**config.mk**
```make
export PLATFORM = sky130hd
export DESIGN_NAME = integer_compare_shift_store
export DESIGN_NICKNAME = d
export VERILOG_FILES = /design/src/exec_group_pkg.sv /design/src/integer_compare_shift_store.sv
export SDC_FILE = /design/constraint.sdc
export NUM_CORES = 1
export LEC_CHECK = 0
export BUFFER_PORTS_ARGS = -buffer_cell sky130_fd_sc_hd__buf_2
export CORE_UTILIZATION = 59
export CTS_CLUSTER_DIAMETER = 30
export DETAILED_ROUTE_END_ITERATION = 6
export PLACE_DENSITY = 0.93
export SLEW_MARGIN = 30
export SYNTH_ARGS = -nofsm -noshare
export SYNTH_HDL_FRONTEND = slang
export SYNTH_SLANG_ARGS = --single-unit
```
**constraint.sdc**
```tcl
create_clock -name clk_sys -period 2.9 [get_ports clk_sys]
set_input_delay 0.145 -clock clk_sys [delete_from_list [all_inputs] [get_ports clk_sys]]
set_output_delay 0.145 -clock clk_sys [all_outputs]
set_load 0.03 [all_outputs]
```
**src/exec_group_pkg.sv**
```systemverilog
// shared opcodes, field positions and reset values for the execute group
package exec_group_pkg;
	// compare forms: 11-bit opcode in bits 31:21
	localparam logic [10:0] OP_LEU_IMM = 11'h5e5;
	localparam logic [10:0] OP_LTS_REG = 11'h72c;
	localparam logic [10:0] OP_LTS_IMM = 11'h5ec;
	localparam logic [10:0] OP_LTU_REG = 11'h724;
	localparam logic [10:0] OP_LTU_IMM = 11'h5e4;
	localparam logic [10:0] OP_NE_REG = 11'h721;
	localparam logic [10:0] OP_NE_IMM = 11'h5e1;
	// primary 6-bit opcodes in bits 31:26
	localparam logic [5:0] OP_STORE_HALF = 6'h37;
	localparam logic [5:0] OP_ALU_REG = 6'h38;
	localparam logic [5:0] OP_SHIFT_IMM = 6'h2e;
	// sub-opcodes of the shift forms
	localparam logic [3:0] SUB_REG_SHIFT = 4'h8;
	localparam logic [3:0] KIND_REG_SLL = 4'h0;
	localparam logic [3:0] KIND_REG_SRA = 4'h2;
	localparam logic [1:0] KIND_IMM_SLL = 2'h0;
	localparam logic [1:0] KIND_IMM_SRA = 2'h2;
	// field positions
	localparam int OPC11_LSB = 21;
	localparam int OPC6_LSB = 26;
	localparam int RD_LSB = 21;
	localparam int IMM16_W = 16;
	localparam int OFF_HI_LSB = 21;
	localparam int OFF_LO_W = 11;
	localparam int SHAMT_W = 6;
	localparam int HALF_W = 16;
	// value after reset of the flag
	localparam logic FLAG_RESET = 1'b0;

	typedef enum logic [2:0] {
		EXC_NONE,
		EXC_TLB_MISS,
		EXC_PAGE_FAULT,
		EXC_BUS_ERROR,
		EXC_ALIGNMENT
	} exc_kind_t;
endpackage

```
**src/integer_compare_shift_store.sv**
```systemverilog
// execute stage for compares, left/arith-right shifts and halfword store
//
// Notes on behaviour
// RQ1: unsigned less-or-equal immediate compare sets flag
// RQ2: signed register less-than compare sets flag
// RQ3: signed less-than immediate compare sets flag
// RQ4: unsigned register less-than compare sets flag
// RQ5: unsigned less-than immediate compare sets flag
// RQ6: register inequality compare sets flag
// RQ7: immediate inequality compare sets flag
// RQ8: immediates always sign-extended before compare
// RQ9: compare full width, write only flag
// RQ10: store address is base plus extended offset
// RQ11: offset joins bits 25:21 and 10:0
// RQ12: store writes low sixteen data bits only
// RQ13: store faults reported to exception logic
// RQ14: register left shift decoded, zero fill
// RQ15: immediate left shift decoded, zero fill
// RQ16: register arithmetic right shift, sign fill
// RQ17: immediate arithmetic right shift, sign fill
// RQ18: register shift amount low five/six bits
// RQ19: immediate shift ignores bit 5 at 32
// RQ20: reserved fields never change the result
`timescale 1ns/1ps

module integer_compare_shift_store #(
	parameter int XLEN = 32
) (
	input wire logic clk_sys,
	input wire logic reset,
	input wire logic issue_valid,
	input wire logic [31:0] instr,
	input wire logic [XLEN-1:0] src_a,
	input wire logic [XLEN-1:0] src_b,
	input wire logic mem_tlb_miss,
	input wire logic mem_page_fault,
	input wire logic mem_bus_error,
	output logic compare_flag,
	output logic result_valid,
	output logic [4:0] result_dest,
	output logic [XLEN-1:0] result_data,
	output logic store_valid,
	output logic [XLEN-1:0] effective_address,
	output logic [15:0] store_data,
	output logic exc_valid,
	output exec_group_pkg::exc_kind_t exc_kind,
	output logic [XLEN-1:0] exc_address
);
	import exec_group_pkg::*;

	localparam int SHW = $clog2(XLEN);

	// the shifter and compare widths only make sense for these two builds
	if (XLEN != 32 && XLEN != 64) begin : g_xlen_check
		$error("XLEN must be 32 or 64");
	end

	// =========================================================
	// state
	typedef struct packed {
		logic flag;
		logic res_v;
		logic [4:0] dest;
		logic [XLEN-1:0] data;
		logic st_v;
		logic [XLEN-1:0] ea;
		logic [15:0] sdata;
		logic exc_v;
		exc_kind_t exc;
		logic [XLEN-1:0] exc_ea;
	} state_t;

	state_t state_q;
	state_t state_d;

	// =========================================================
	// decode helpers
	function automatic logic [XLEN-1:0] sext16(input logic [15:0] v);
		sext16 = {{(XLEN-IMM16_W){v[15]}}, v}; // [RQ8]
	endfunction

	function automatic logic [SHW-1:0] amount(input logic [5:0] v);
		// 32-bit build drops bit 5
		amount = v[SHW-1:0]; // [RQ18] [RQ19]
	endfunction

	logic [10:0] opc11;
	logic [5:0] opc6;
	logic [XLEN-1:0] imm_ext;
	logic [XLEN-1:0] off_ext;
	logic [XLEN-1:0] ea_sum;
	logic lt_s;
	logic lt_u;
	logic lt_s_imm;
	logic lt_u_imm;
	logic le_u_imm;
	logic is_cmp;
	logic cmp_res;
	logic is_shift;
	logic [XLEN-1:0] shift_res;
	logic [SHW-1:0] sh_amt;
	logic misaligned;

	assign opc11 = instr[31:OPC11_LSB];
	assign opc6 = instr[31:OPC6_LSB];
	assign imm_ext = sext16(instr[IMM16_W-1:0]);
	// offset split around the source fields
	assign off_ext = sext16({instr[OFF_HI_LSB+4:OFF_HI_LSB],
		instr[OFF_LO_W-1:0]}); // [RQ11]
	assign ea_sum = src_a + off_ext; // [RQ10]
	assign misaligned = ea_sum[0];

	assign lt_s = $signed(src_a) < $signed(src_b);
	assign lt_u = src_a < src_b;
	assign lt_s_imm = $signed(src_a) < $signed(imm_ext);
	assign lt_u_imm = src_a < imm_ext;
	assign le_u_imm = src_a <= imm_ext;

	// =========================================================
	// compare and shift decode; reserved bits never consulted
	always_comb begin
		is_cmp = 1'b1;
		cmp_res = 1'b0;
		case (opc11) // [RQ20]
			OP_LEU_IMM: cmp_res = le_u_imm; // [RQ1]
			OP_LTS_REG: cmp_res = lt_s; // [RQ2] [RQ9]
			OP_LTS_IMM: cmp_res = lt_s_imm; // [RQ3]
			OP_LTU_REG: cmp_res = lt_u; // [RQ4]
			OP_LTU_IMM: cmp_res = lt_u_imm; // [RQ5]
			OP_NE_REG: cmp_res = src_a != src_b; // [RQ6]
			OP_NE_IMM: cmp_res = src_a != imm_ext; // [RQ7]
			default: is_cmp = 1'b0;
		endcase
	end

	always_comb begin
		is_shift = 1'b0;
		shift_res = '0;
		sh_amt = '0;
		if (opc6 == OP_ALU_REG && instr[3:0] == SUB_REG_SHIFT) begin
			sh_amt = amount(src_b[5:0]); // [RQ18]
			if (instr[9:6] == KIND_REG_SLL) begin
				is_shift = 1'b1;
				shift_res = src_a << sh_amt; // [RQ14]
			end else if (instr[9:6] == KIND_REG_SRA) begin
				is_shift = 1'b1;
				shift_res = $signed(src_a) >>> sh_amt; // [RQ16]
			end
		end else if (opc6 == OP_SHIFT_IMM) begin
			sh_amt = amount(instr[SHAMT_W-1:0]); // [RQ19]
			if (instr[7:6] == KIND_IMM_SLL) begin
				is_shift = 1'b1;
				shift_res = src_a << sh_amt; // [RQ15]
			end else if (instr[7:6] == KIND_IMM_SRA) begin
				is_shift = 1'b1;
				shift_res = $signed(src_a) >>> sh_amt; // [RQ17]
			end
		end
	end

	// =========================================================
	// next state
	always_comb begin
		state_d = state_q;
		state_d.res_v = 1'b0;
		state_d.st_v = 1'b0;
		state_d.exc_v = 1'b0;
		if (issue_valid) begin
			if (is_cmp)
				state_d.flag = cmp_res; // [RQ9]
			if (is_shift) begin
				state_d.res_v = 1'b1;
				state_d.dest = instr[RD_LSB+4:RD_LSB];
				state_d.data = shift_res;
			end
			if (opc6 == OP_STORE_HALF) begin
				state_d.ea = ea_sum; // [RQ10]
				state_d.sdata = src_b[HALF_W-1:0]; // [RQ12]
				// faults take priority over the write
				if (mem_tlb_miss) begin
					state_d.exc_v = 1'b1; // [RQ13]
					state_d.exc = EXC_TLB_MISS;
				end else if (mem_page_fault) begin
					state_d.exc_v = 1'b1; // [RQ13]
					state_d.exc = EXC_PAGE_FAULT;
				end else if (mem_bus_error) begin
					state_d.exc_v = 1'b1; // [RQ13]
					state_d.exc = EXC_BUS_ERROR;
				end else if (misaligned) begin
					state_d.exc_v = 1'b1; // [RQ13]
					state_d.exc = EXC_ALIGNMENT;
				end else begin
					state_d.st_v = 1'b1;
				end
				state_d.exc_ea = ea_sum;
			end
		end
	end

	always_ff @(posedge clk_sys or posedge reset) begin
		if (reset) begin
			state_q <= '0;
			state_q.flag <= FLAG_RESET;
			state_q.exc <= EXC_NONE;
		end else begin
			state_q <= state_d;
		end
	end

	assign compare_flag = state_q.flag;
	assign result_valid = state_q.res_v;
	assign result_dest = state_q.dest;
	assign result_data = state_q.data;
	assign store_valid = state_q.st_v;
	assign effective_address = state_q.ea;
	assign store_data = state_q.sdata;
	assign exc_valid = state_q.exc_v;
	assign exc_kind = state_q.exc;
	assign exc_address = state_q.exc_ea;

	// =========================================================
	// checks
	// expectations come from the instruction word and operands, bar off_ext in a_store_addr, imm_ext in a_imm_sext and
	// is_cmp or is_shift in a_imm_sext, a_flag_hold, a_cmp_only_flag, a_sra_sign and a_resv_shift, so a slip in the decode above
	// can hide behind its own signals only in those checks
	function automatic logic [XLEN-1:0] ref_sra(input logic [XLEN-1:0] v,
		input logic [SHW-1:0] n);
		// sign fill from a logical shift of the inverse
		ref_sra = v[XLEN-1] ? ~(~v >> n) : v >> n;
	endfunction

	a_leu_imm_flag: assert property ( // [RQ1]
		@(posedge clk_sys) disable iff (reset)
		issue_valid && opc11 == OP_LEU_IMM
		|=> compare_flag
		== ($past(src_a) <= XLEN'($signed($past(instr[15:0])))))
		else $error("unsigned le immediate flag wrong");
	a_lts_reg_flag: assert property ( // [RQ2]
		@(posedge clk_sys) disable iff (reset)
		issue_valid && opc11 == OP_LTS_REG
		|=> compare_flag == ($signed($past(src_a)) < $signed($past(src_b))))
		else $error("signed lt register flag wrong");
	a_lts_imm_flag: assert property ( // [RQ3]
		@(posedge clk_sys) disable iff (reset)
		issue_valid && opc11 == OP_LTS_IMM
		|=> compare_flag
		== ($signed($past(src_a)) < $signed($past(instr[15:0]))))
		else $error("signed lt immediate flag wrong");
	a_ltu_reg_flag: assert property ( // [RQ4]
		@(posedge clk_sys) disable iff (reset)
		issue_valid && opc11 == OP_LTU_REG
		|=> compare_flag == ($past(src_a) < $past(src_b)))
		else $error("unsigned lt register flag wrong");
	a_ltu_imm_flag: assert property ( // [RQ5]
		@(posedge clk_sys) disable iff (reset)
		issue_valid && opc11 == OP_LTU_IMM
		|=> compare_flag
		== ($past(src_a) < XLEN'($signed($past(instr[15:0])))))
		else $error("unsigned lt immediate flag wrong");
	a_ne_reg_flag: assert property ( // [RQ6]
		@(posedge clk_sys) disable iff (reset)
		issue_valid && opc11 == OP_NE_REG
		|=> compare_flag == ($past(src_a) != $past(src_b)))
		else $error("ne register flag wrong");
	a_ne_imm_flag: assert property ( // [RQ7]
		@(posedge clk_sys) disable iff (reset)
		issue_valid && opc11 == OP_NE_IMM
		|=> compare_flag
		== ($past(src_a) != XLEN'($signed($past(instr[15:0])))))
		else $error("ne immediate flag wrong");
	a_imm_sext: assert property ( // [RQ8]
		@(posedge clk_sys) disable iff (reset)
		issue_valid && is_cmp |-> imm_ext
		== {{(XLEN-16){instr[15]}}, instr[15:0]})
		else $error("immediate not sign extended");
	a_flag_hold: assert property ( // [RQ9]
		@(posedge clk_sys) disable iff (reset)
		!(issue_valid && is_cmp) |=> $stable(compare_flag))
		else $error("flag changed without a compare");
	a_cmp_only_flag: assert property ( // [RQ9]
		@(posedge clk_sys) disable iff (reset)
		issue_valid && is_cmp
		|=> !result_valid && !store_valid && !exc_valid)
		else $error("compare wrote more than the flag");
	a_store_addr: assert property ( // [RQ10]
		@(posedge clk_sys) disable iff (reset)
		issue_valid && opc6 == OP_STORE_HALF
		|=> effective_address == $past(src_a) + $past(off_ext))
		else $error("store address wrong");
	a_store_offset: assert property ( // [RQ11]
		@(posedge clk_sys) disable iff (reset)
		issue_valid && opc6 == OP_STORE_HALF
		|=> effective_address == $past(src_a)
		+ XLEN'($signed({$past(instr[25:21]), $past(instr[10:0])})))
		else $error("store offset fields joined wrong");
	a_store_data: assert property ( // [RQ12]
		@(posedge clk_sys) disable iff (reset)
		store_valid |-> store_data == $past(src_b[15:0]))
		else $error("store data wrong");
	a_store_fault: assert property ( // [RQ13]
		@(posedge clk_sys) disable iff (reset)
		issue_valid && opc6 == OP_STORE_HALF && mem_bus_error
		|=> exc_valid && !store_valid)
		else $error("store fault not reported");
	a_fault_priority: assert property ( // [RQ13]
		@(posedge clk_sys) disable iff (reset)
		issue_valid && opc6 == OP_STORE_HALF && mem_tlb_miss
		|=> exc_valid && exc_kind == EXC_TLB_MISS && !store_valid)
		else $error("translation miss not reported first");
	a_store_or_align: assert property ( // [RQ13]
		@(posedge clk_sys) disable iff (reset)
		issue_valid && opc6 == OP_STORE_HALF && !mem_tlb_miss
		&& !mem_page_fault && !mem_bus_error
		|=> exc_valid == effective_address[0]
		&& store_valid == !effective_address[0])
		else $error("alignment decision wrong");
	a_sll_reg: assert property ( // [RQ14] [RQ18]
		@(posedge clk_sys) disable iff (reset)
		issue_valid && opc6 == OP_ALU_REG && instr[3:0] == SUB_REG_SHIFT
		&& instr[9:6] == KIND_REG_SLL
		|=> result_valid
		&& result_data == ($past(src_a) << $past(src_b[SHW-1:0])))
		else $error("register left shift wrong");
	a_sll_result: assert property ( // [RQ15] [RQ19]
		@(posedge clk_sys) disable iff (reset)
		issue_valid && opc6 == OP_SHIFT_IMM && instr[7:6] == KIND_IMM_SLL
		|=> result_valid
		&& result_data == ($past(src_a) << $past(instr[SHW-1:0])))
		else $error("immediate left shift wrong");
	a_sra_reg: assert property ( // [RQ16] [RQ18]
		@(posedge clk_sys) disable iff (reset)
		issue_valid && opc6 == OP_ALU_REG && instr[3:0] == SUB_REG_SHIFT
		&& instr[9:6] == KIND_REG_SRA
		|=> result_valid
		&& result_data == ref_sra($past(src_a), $past(src_b[SHW-1:0])))
		else $error("register arithmetic shift wrong");
	a_sra_imm: assert property ( // [RQ17] [RQ19]
		@(posedge clk_sys) disable iff (reset)
		issue_valid && opc6 == OP_SHIFT_IMM
		&& instr[7:6] == KIND_IMM_SRA
		|=> result_valid
		&& result_data == ref_sra($past(src_a), $past(instr[SHW-1:0])))
		else $error("immediate arithmetic shift wrong");
	a_sra_sign: assert property ( // [RQ16]
		@(posedge clk_sys) disable iff (reset)
		issue_valid && is_shift && instr[9:6] == KIND_REG_SRA
		&& opc6 == OP_ALU_REG
		|=> result_data[XLEN-1] == $past(src_a[XLEN-1]))
		else $error("arithmetic shift lost sign");
	a_resv_shift: assert property ( // [RQ20]
		@(posedge clk_sys) disable iff (reset)
		issue_valid && opc6 == OP_ALU_REG && instr[3:0] == SUB_REG_SHIFT
		&& instr[9:6] == KIND_REG_SLL |-> is_shift)
		else $error("reserved bits blocked a shift");

	c_compare: cover property (@(posedge clk_sys) issue_valid && is_cmp);
	c_shift: cover property (@(posedge clk_sys) result_valid);
	c_store: cover property (@(posedge clk_sys) store_valid);
	c_fault: cover property (@(posedge clk_sys) exc_valid);
	c_sra_negative: cover property (@(posedge clk_sys)
		result_valid && result_data[XLEN-1]);
endmodule // integer_compare_shift_store

```
==> metrics.sh, run 1 <==
OUTCOME='complete, but fails checks'
FAILING_CHECKS='DRC'
CTS_SETUP_BUFFERS=0
SEQ_AREA_FRAC_SYNTH=0.168
ANTENNA_FOUND_INITIAL=1
SYNTH_TOP_FAMILY_BY_AREA='compound AO/OA/AOI/OAI gates'
MUX_SHARE_OF_POST_SYNTHESIS_CELL_AREA=0.205
DIODES=0
TIMING_WORST_SLEW_PIN_VALUE_NS=1.12
FIN_NETS=2147
CLOCK-SKEW-FINAL_NS=0
SYNTH.FF_LATCH_COUNT=92
RR_ENDPOINT='result_data[8]'
FINAL.MIN_CLOCK_PERIOD_NS=2.62
SETUP-TNS-FINAL_NS=0
DIE_X_UM=154
GRT_SETUP_UNREPAIRED='false'
GRT_MAX_DEGREE=92
DETAILROUTE.VIA_COUNT=15400
INITIAL_CORE_UTILIZATION=0.604
FINAL.PERIOD_UTILIZATION=0.904
DOMINANTREGCELLSYNTH='sky130_fd_sc_hd__dfrtp_1'
SYNTHESIS.YOSYS.WARNINGS=0
DRT.ANTENNA.VIOLATING_NETS=0
POSTSYNTH.ASYNCRESETSHARE=1.00
SYN-NUM-NETS=1988
START_KIND='input pin'
DIEAREA_MM2=0.0239
PLACE_HPWL_MM=40.9
WORST_EP_REQUIRED_TIME_NS=3.14
ROUTE.FINAL.WIRE_LENGTH_MM=53.3
PIN_COUNT=226
STATIC-LEAKAGE-POWER_uW=0.00735
CORE_AREA_MM2=0.0227
SETUP_VIOLATIONS=0
CRIT-REG2REG-LAUNCH='result_data[8]'
CTS-HTREE-LEVELS=3
R2R.WORST_PATH.CELLS=1
GRT_PASS1_WL_MM=81.2
DIE_HEIGHT_UM=154
SYNTH.CELL_AREA_MM2=0.0137
SLEW_HEADROOM=0.246
CTS.SINKS=92
FINALWORSTSETUPSLACK_NS=0.280
TRITONCTS.NUM_BUFFERS=9
PORTBUFFERS=220
CLOCKROOTBUFFER='sky130_fd_sc_hd__clkbuf_16'
CP_MAX_FO=2
CLK_LATENCY_NS=0.37
SYNTH_TOP_CELL_BY_AREA='sky130_fd_sc_hd__dfrtp_1'
HOLD_REMOVAL_PATH_CLASS='in -> reg'
GRT.TOTAL_USAGE=0.444
TIMING.FINAL.HOLD_VIOLATIONS=0
DRC_ERRORS=31
POST_SYNTH_INST_COUNT=1788
AREA_GROWTH_PCT=13.7
POWER.IR.VDD_WORST_mV=0.308
FINAL_WTD_CONGESTION=1.04
RATIO_OF_CELLS_WITH_DRIVE_ABOVE_1_IN_THE_FINAL_LAYOUT=0.241
CLOCK_TREE.BUFFER_DEPTH=2
CRITICAL_PATH_ARRIVAL_NS=2.86
R2R_SLACK_NS=2.08
CLKTRANSATPATHREGS_NS=0.09
CP-STARTPOINT='src_a[0]'
DETAIL_ROUTE.VIAS_PER_CELL=6.91
SYNTH-ADDER-AREA-SHARE=0.0900
FIRST_GLOBAL_VIAS=14100
ROUTEDWLPERCELL_UM=23.8
CLOCK_TREE_FROM_TRITONCTS='built'
SYNTH.LIB_CELLS_USED.DISTINCT=84
NUM_ROWS=55
MAX_FREQ_GHz=0.382
CRITICAL_PATH_CLASS='in -> reg'
PLACE_WORST_SETUP_SLACK_NS=-0.0690
SETUP.WORST_PATH.END='exc_address[20]'
GRT.OVERFLOW.TOTAL=0
DR.FIRST_ITER.DRC_COUNT=2515
POWER-PER-CELL-AREA_mW_PER_MM2=386
MAXSLEWVIOLCOUNT=0
POST_SYNTH_AND_OR_NAND_NOR_AREA_FRACTION=0.178
MAX-CAP-VIOLATIONS=0
DRTPASS1ITERATIONS=7
SYNTH_TOP_CELL_AREA_SHARE=0.168
SYNTH-XOR-AREA-SHARE=0.0192
YS_TOP_CELLS_BY_AREA='sky130_fd_sc_hd__dfrtp_1 17%, sky130_fd_sc_hd__mux4_2 13%, sky130_fd_sc_hd__ha_1 8.8%'
SYNTH_COMPOUND_AREA_FRAC=0.253
POST_SYNTH_EDFFS=0
ENDPOINT_KIND='register'
POSTSYNTHAREAPERCELL_UM2=7.67
[registers in the layout, indices dropped and copies added, names as in the netlist]
| name | count |
|---|---|
| compare_flag | 1 |
| exc_address | 32 |
| exc_kind | 3 |
| exc_valid | 1 |
| result_data | 32 |
| result_dest | 5 |
| result_valid | 1 |
| store_data | 16 |
| store_valid | 1 |
[through the flow]
stage	cells	power, uW	utilization	cell area [um2]	hold slack [ns]
5_1_grt	2237	6230	0.687	15600	0.0677
2_1_floorplan	1788	3700	-	13800	0.250
3_5_place_dp	2219	4570	0.671	15200	0.287
4_1_cts	2237	5900	0.686	15600	0.0449
3_3_place_gp	2219	4500	0.671	15200	0.282
6_report	2237	6010	0.687	15600	0.0500
[cells by family after synthesis]
logic type | after synthesis
compound gates | 565
buf+inv | 260
xor+xnor | 30
simple gates | 564
flops | 92
fa+ha+maj | 98
mux | 179
[power breakdown]
group | internal, uW | switching [uW]
Sequential | 1430 | 108
Combinational | 1110 | 2020
Clock | 628 | 724
Total | 3170 | 2850
[what timing repair did]
| item | CTS | global route |
|---|---|---|
| endpoints found under the setup margin | 0 | 1 |
| endpoints found under the hold margin | 45 | 0 |
| gates resized for setup | 0 | 2 |
| hold buffers | 2 | 0 |
[cell type report]
class | count | area (um2)
clock buffer | 9 | 225
tap | 285 | 357
fill | 1927 | 7110
multi-input combinational | 1436 | 10300
sequential | 92 | 2300
inverter | 71 | 268
clock inverter | 7 | 91.3
timing repair buffer | 337 | 2080
[layout by cell type, fill, tap and decap left out, drive strengths merged, types with 8 or more instances in the layout]
master / count
nand2: 174
a211oi: 17
nor3: 26
xor2: 15
nand2b: 24
o31ai: 11
a22oi: 8
o22ai: 22
mux4: 81
clkbuf: 9
o221ai: 12
o21a: 9
o211ai: 39
nand3: 19
and3: 10
a21o: 31
o21ai: 193
nand4: 17
a31oi: 17
buf: 335
dfrtp: 92
nor2: 253
xnor2: 15
a21oi: 153
ha: 97
inv: 73
mux2i: 95
[metal layers]
layer | global-route usage | share of wire | vias up
met5 | 0 | 0 | -
met4 | 0.237 | 0.066 | 0
met3 | 0.116 | 0.14 | 249
met2 | 0.660 | 0.42 | 1268
met1 | 0.590 | 0.37 | 7121
li1 | - | - | 6810
[cell usage after synthesis, drive strengths merged (3+ instances only)]
master	instances
nor2b	6
o221ai	12
o311a	3
nand4	17
mux4	81
o311ai	3
a222oi	3
ha	97
o31ai	11
a31oi	17
a2111oi	3
o21ai	193
xor2	15
or3	7
a221oi	5
dfrtp	92
a21o	31
xnor2	15
nand2	174
mux2	3
a21boi	3
mux2i	95
nor2	253
a221o	5
inv	71
nand3	19
buf	86
nor4	6
nor3	26
a21oi	153
a211oi	17
o211ai	39
nand2b	24
o21a	9
o31a	3
a31o	3
a22oi	8
and3	10
o22ai	22
and2	5
o21bai	5
or2	5
clkbuf	102
[worst max-delay path, cell delays in order]
cell and delay [ns]:
sky130_fd_sc_hd__buf_2 0.15, sky130_fd_sc_hd__ha_1 0.19, sky130_fd_sc_hd__inv_1 0.06, sky130_fd_sc_hd__fa_1 0.42, sky130_fd_sc_hd__o21bai_1 0.20, sky130_fd_sc_hd__a21oi_1 0.14, sky130_fd_sc_hd__o21ai_1 0.20, sky130_fd_sc_hd__a21oi_1 0.21
sky130_fd_sc_hd__buf_4 0.20, sky130_fd_sc_hd__nor2_1 0.12, sky130_fd_sc_hd__nand2_1 0.07, sky130_fd_sc_hd__a221oi_1 0.33, sky130_fd_sc_hd__a21boi_0 0.17, sky130_fd_sc_hd__xor2_1 0.17, sky130_fd_sc_hd__o21ai_0 0.09
[worst min path at each step]
| stage | from | depth (start not counted) | end |
|---|---|---|---|
| 2_1_floorplan | instr[21] | 2 | result_dest[0] |
| 3_3_place_gp | reset | 2 | exc_address[5] |
| 3_5_place_dp | reset | 2 | exc_address[5] |
| 4_1_cts | src_b[5] | 3 | store_data[5] |
| 5_1_grt | src_b[9] | 3 | store_data[9] |
| 6_report | src_b[5] | 3 | store_data[5] |
Note: power is estimated with default switching activity, not from simulation.
==> run 2, diff against run 1 <==
--- a/config.mk
+++ b/config.mk
@@ -9,7 +9,7 @@
 export CORE_UTILIZATION = 59
 export CTS_CLUSTER_DIAMETER = 30
 export DETAILED_ROUTE_END_ITERATION = 6
-export PLACE_DENSITY = 0.93
+export PLACE_DENSITY = 0.88
 export SLEW_MARGIN = 30
 export SYNTH_ARGS = -nofsm -noshare
 export SYNTH_HDL_FRONTEND = slang
==> run 2 against run 1 <==
Compared with the run above: the run now ends clean; power decreased by 1.2%; global-route usage is 0.86 points higher; critical endpoint is now exc_address[30]; critical path depth fell by 1; utilization is 0.21 points lower; clock power is 4% lower; highest routed layer unchanged; combinational power hardly changed; critical path type unchanged; final cell count about the same; sequential share of layout area hardly changed; sequential power barely moved; fmax down 3.9%.
==> metrics.sh, run 2 (synthesis gave the netlist of run 1 again) <==
OUTCOME='finished, final reports clean'
SEQCELLAREA_MM2=0.00230  # unchanged
DR.FIRST_ITER.DRC_COUNT=2031  # -19%
CLOCK-SKEW-FINAL_NS=0  # unchanged
ENDPOINT_KIND='register'
R2R.WORST_PATH.CELLS=2  # +1
DRT.ANTENNA.VIOLATING_NETS=0  # unchanged
START_KIND='input pin'
PLACED_AREA_MM2=0.0152  # about the same
HOLD_REMOVAL_PATH_CLASS='in -> reg'
CLOCKROOTBUFFER='sky130_fd_sc_hd__clkbuf_16'
GRT.OVERFLOW.TOTAL=0  # unchanged
DIE_X_UM=154  # unchanged
FINAL.MIN_CLOCK_PERIOD_NS=2.73  # +0.106 ns
POWER-PER-CELL-AREA_mW_PER_MM2=382  # -0.94%
FINALWORSTSETUPSLACK_NS=0.174  # -0.106 ns
WORST_HOLD_PATH.ENDPOINT='exc_kind[1]'
WORST_EP_REQUIRED_TIME_NS=3.19  # +0.05 ns
FINALHOLDWORSTSLACK_NS=0.00827  # -0.0417 ns
AREA_GROWTH_PCT=13.4
CORE_AREA_MM2=0.0227  # unchanged
CLOCK_TREE.BUFFER_DEPTH=2  # unchanged
NUM_ROWS=55  # unchanged
CTS.SINKS=92  # unchanged
SLEW_HEADROOM=0.425  # +0.179
ROUTE.FINAL.WIRE_LENGTH_MM=54.3  # +1.9%
DRTPASS1ITERATIONS=6  # -1
SETUP_VIOLATIONS=0  # unchanged
MULTI_INPUT_GATE_AREA_IN_THE_FINAL_LAYOUT_MM2=0.0103  # -0.13%
GRT_MAX_DEGREE=92  # unchanged
MAX-CAP-VIOLATIONS=0  # unchanged
ANTENNA_FOUND_INITIAL=0  # -1
HOLD-PATH-CELL-COUNT=2  # -1
TIMING_WORST_SLEW_PIN_VALUE_NS=0.854  # -0.266 ns
HP-START='mem_tlb_miss'
PLACE_HPWL_MM=41.5  # +1.5%
ROUTEDWLPERCELL_UM=24.3  # +1.8%
GRT_PASS1_WL_MM=82.3  # +1.3%
FINAL_WTD_CONGESTION=1.04  # -0.51%
FILLER_CELL_COUNT=1907  # -1.0%
DIE_HEIGHT_UM=154  # unchanged
CLOCK_TREE_FROM_TRITONCTS='built'
RR_ENDPOINT='result_data[22]'
CTS-HOLD-FIX-BUFFERS=1  # -1
DRC_ERRORS=0  # -100%
CRIT-REG2REG-LAUNCH='result_data[22]'
TIMING.FINAL.HOLD_VIOLATIONS=0  # unchanged
CLKTRANSATPATHREGS_NS=0.09  # about the same
STATIC-LEAKAGE-POWER_uW=0.00733  # -0.21%
POWER.TOTAL_uW=5940  # -1.2%
LAYOUT.CELLS.MOST_COMMON='sky130_fd_sc_hd__nor2_1'
DETAIL_ROUTE.VIAS_PER_CELL=6.91  # about the same
CRITICAL_PATH_ARRIVAL_NS=3.02  # +0.16 ns
NUMBER_OF_NON_FILLER_INSTANCES_IN_THE_COMPLETED_LAYOUT=2239  # +0.089%
CLK_LATENCY_NS=0.36  # about the same
FINAL.PERIOD_UTILIZATION=0.940  # +0.0365
PIN_COUNT=226  # unchanged
GRT_SETUP_UNREPAIRED='false'
MAX_FREQ_GHz=0.367  # -3.9%
FINALINSTANCEAREA_MM2=0.0156  # -0.30%
LAYOUT.CELLS.MOST_COMMON_LIST='253 x sky130_fd_sc_hd__nor2_1, 220 x sky130_fd_sc_hd__buf_2, 186 x sky130_fd_sc_hd__o21ai_0'
CRITICAL_PATH_CLASS='in -> reg'
DIEAREA_MM2=0.0239  # unchanged
CP_MAX_FO=2  # unchanged
CTS-HTREE-LEVELS=3  # unchanged
DETAILROUTE.VIA_COUNT=15500  # +0.17%
POWER.IR.VDD_WORST_mV=0.389  # +26%
FIRST_GLOBAL_VIAS=14200  # +0.47%
PLACE_WORST_SETUP_SLACK_NS=-0.0995  # -0.0305 ns
GRT.TOTAL_USAGE=0.452  # +0.00859
INITIAL_CORE_UTILIZATION=0.604  # unchanged
CTS-RESIZED-GATES=0  # unchanged
PLACE_INST=2220  # +0.045%
R2R_SLACK_NS=2.06  # -0.02 ns
MAXSLEWVIOLCOUNT=0  # unchanged
TRITONCTS.NUM_BUFFERS=9  # unchanged
CTS_SETUP_BUFFERS=0  # unchanged
RATIO_OF_CELLS_WITH_DRIVE_ABOVE_1_IN_THE_FINAL_LAYOUT=0.241  # -0.000512
PORTBUFFERS=220  # unchanged
FIN_NETS=2147  # unchanged
==> run 2: routing by layer <==
| layer | share of wire | track usage | up-vias |
|---|---|---|---|
| met2 | 0.43 | 0.688 | 1203 |
| met4 | 0.064 | 0.240 | 0 |
| met5 | 0 | 0 | - |
| li1 | - | - | 6819 |
| met3 | 0.13 | 0.0841 | 219 |
| met1 | 0.38 | 0.611 | 7233 |
==> run 2: cell type report <==
class / instances / area share
timing repair buffer: 337 / 0.132
antenna: 2 / 0.000322
clock buffer: 9 / 0.0145
multi-input combinational: 1436 / 0.660
sequential: 92 / 0.148
inverter: 71 / 0.0175
tap: 285 / 0.0229
clock inverter: 7 / 0.00491
==> run 2: worst max-delay path by stage <==
stage | startpoint | end | slack (ns)
2_1_floorplan | instr[1] | exc_address[27] | 0.02
3_3_place_gp | src_a[0] | exc_address[30] | 0.02
3_5_place_dp | src_a[0] | exc_address[30] | -0.1
4_1_cts | src_a[0] | exc_address[30] | 0.27
5_1_grt | src_a[0] | exc_address[30] | 0.12
6_report | src_a[0] | exc_address[30] | 0.17
==> run 2: through the flow <==
step                 util  TNS [ns]
finish              0.685         0
global route        0.685         0
CTS                 0.685         0
detailed placement  0.671   -0.0995
global placement    0.671         0
floorplan               -         0
==> run 2: power by group <==
group | leakage, uW | switching, uW | internal, uW
registers | 0.00123 | 110 | 1430
clock network | 0.000148 | 673 | 615
logic | 0.00595 | 2010 | 1100
==> run 2: critical path, cell delays in order <==
cell and delay [ns]:
sky130_fd_sc_hd__buf_2 0.15, sky130_fd_sc_hd__ha_1 0.18, sky130_fd_sc_hd__inv_1 0.05, sky130_fd_sc_hd__fa_1 0.40, sky130_fd_sc_hd__o21bai_1 0.16, sky130_fd_sc_hd__a21oi_1 0.12
sky130_fd_sc_hd__o21ai_1 0.18, sky130_fd_sc_hd__a21oi_1 0.19, sky130_fd_sc_hd__nor4bb_1 0.47, sky130_fd_sc_hd__nor2_1 0.10, sky130_fd_sc_hd__o41ai_1 0.41, sky130_fd_sc_hd__a21oi_1 0.15
sky130_fd_sc_hd__xor2_1 0.15, sky130_fd_sc_hd__o21ai_0 0.14
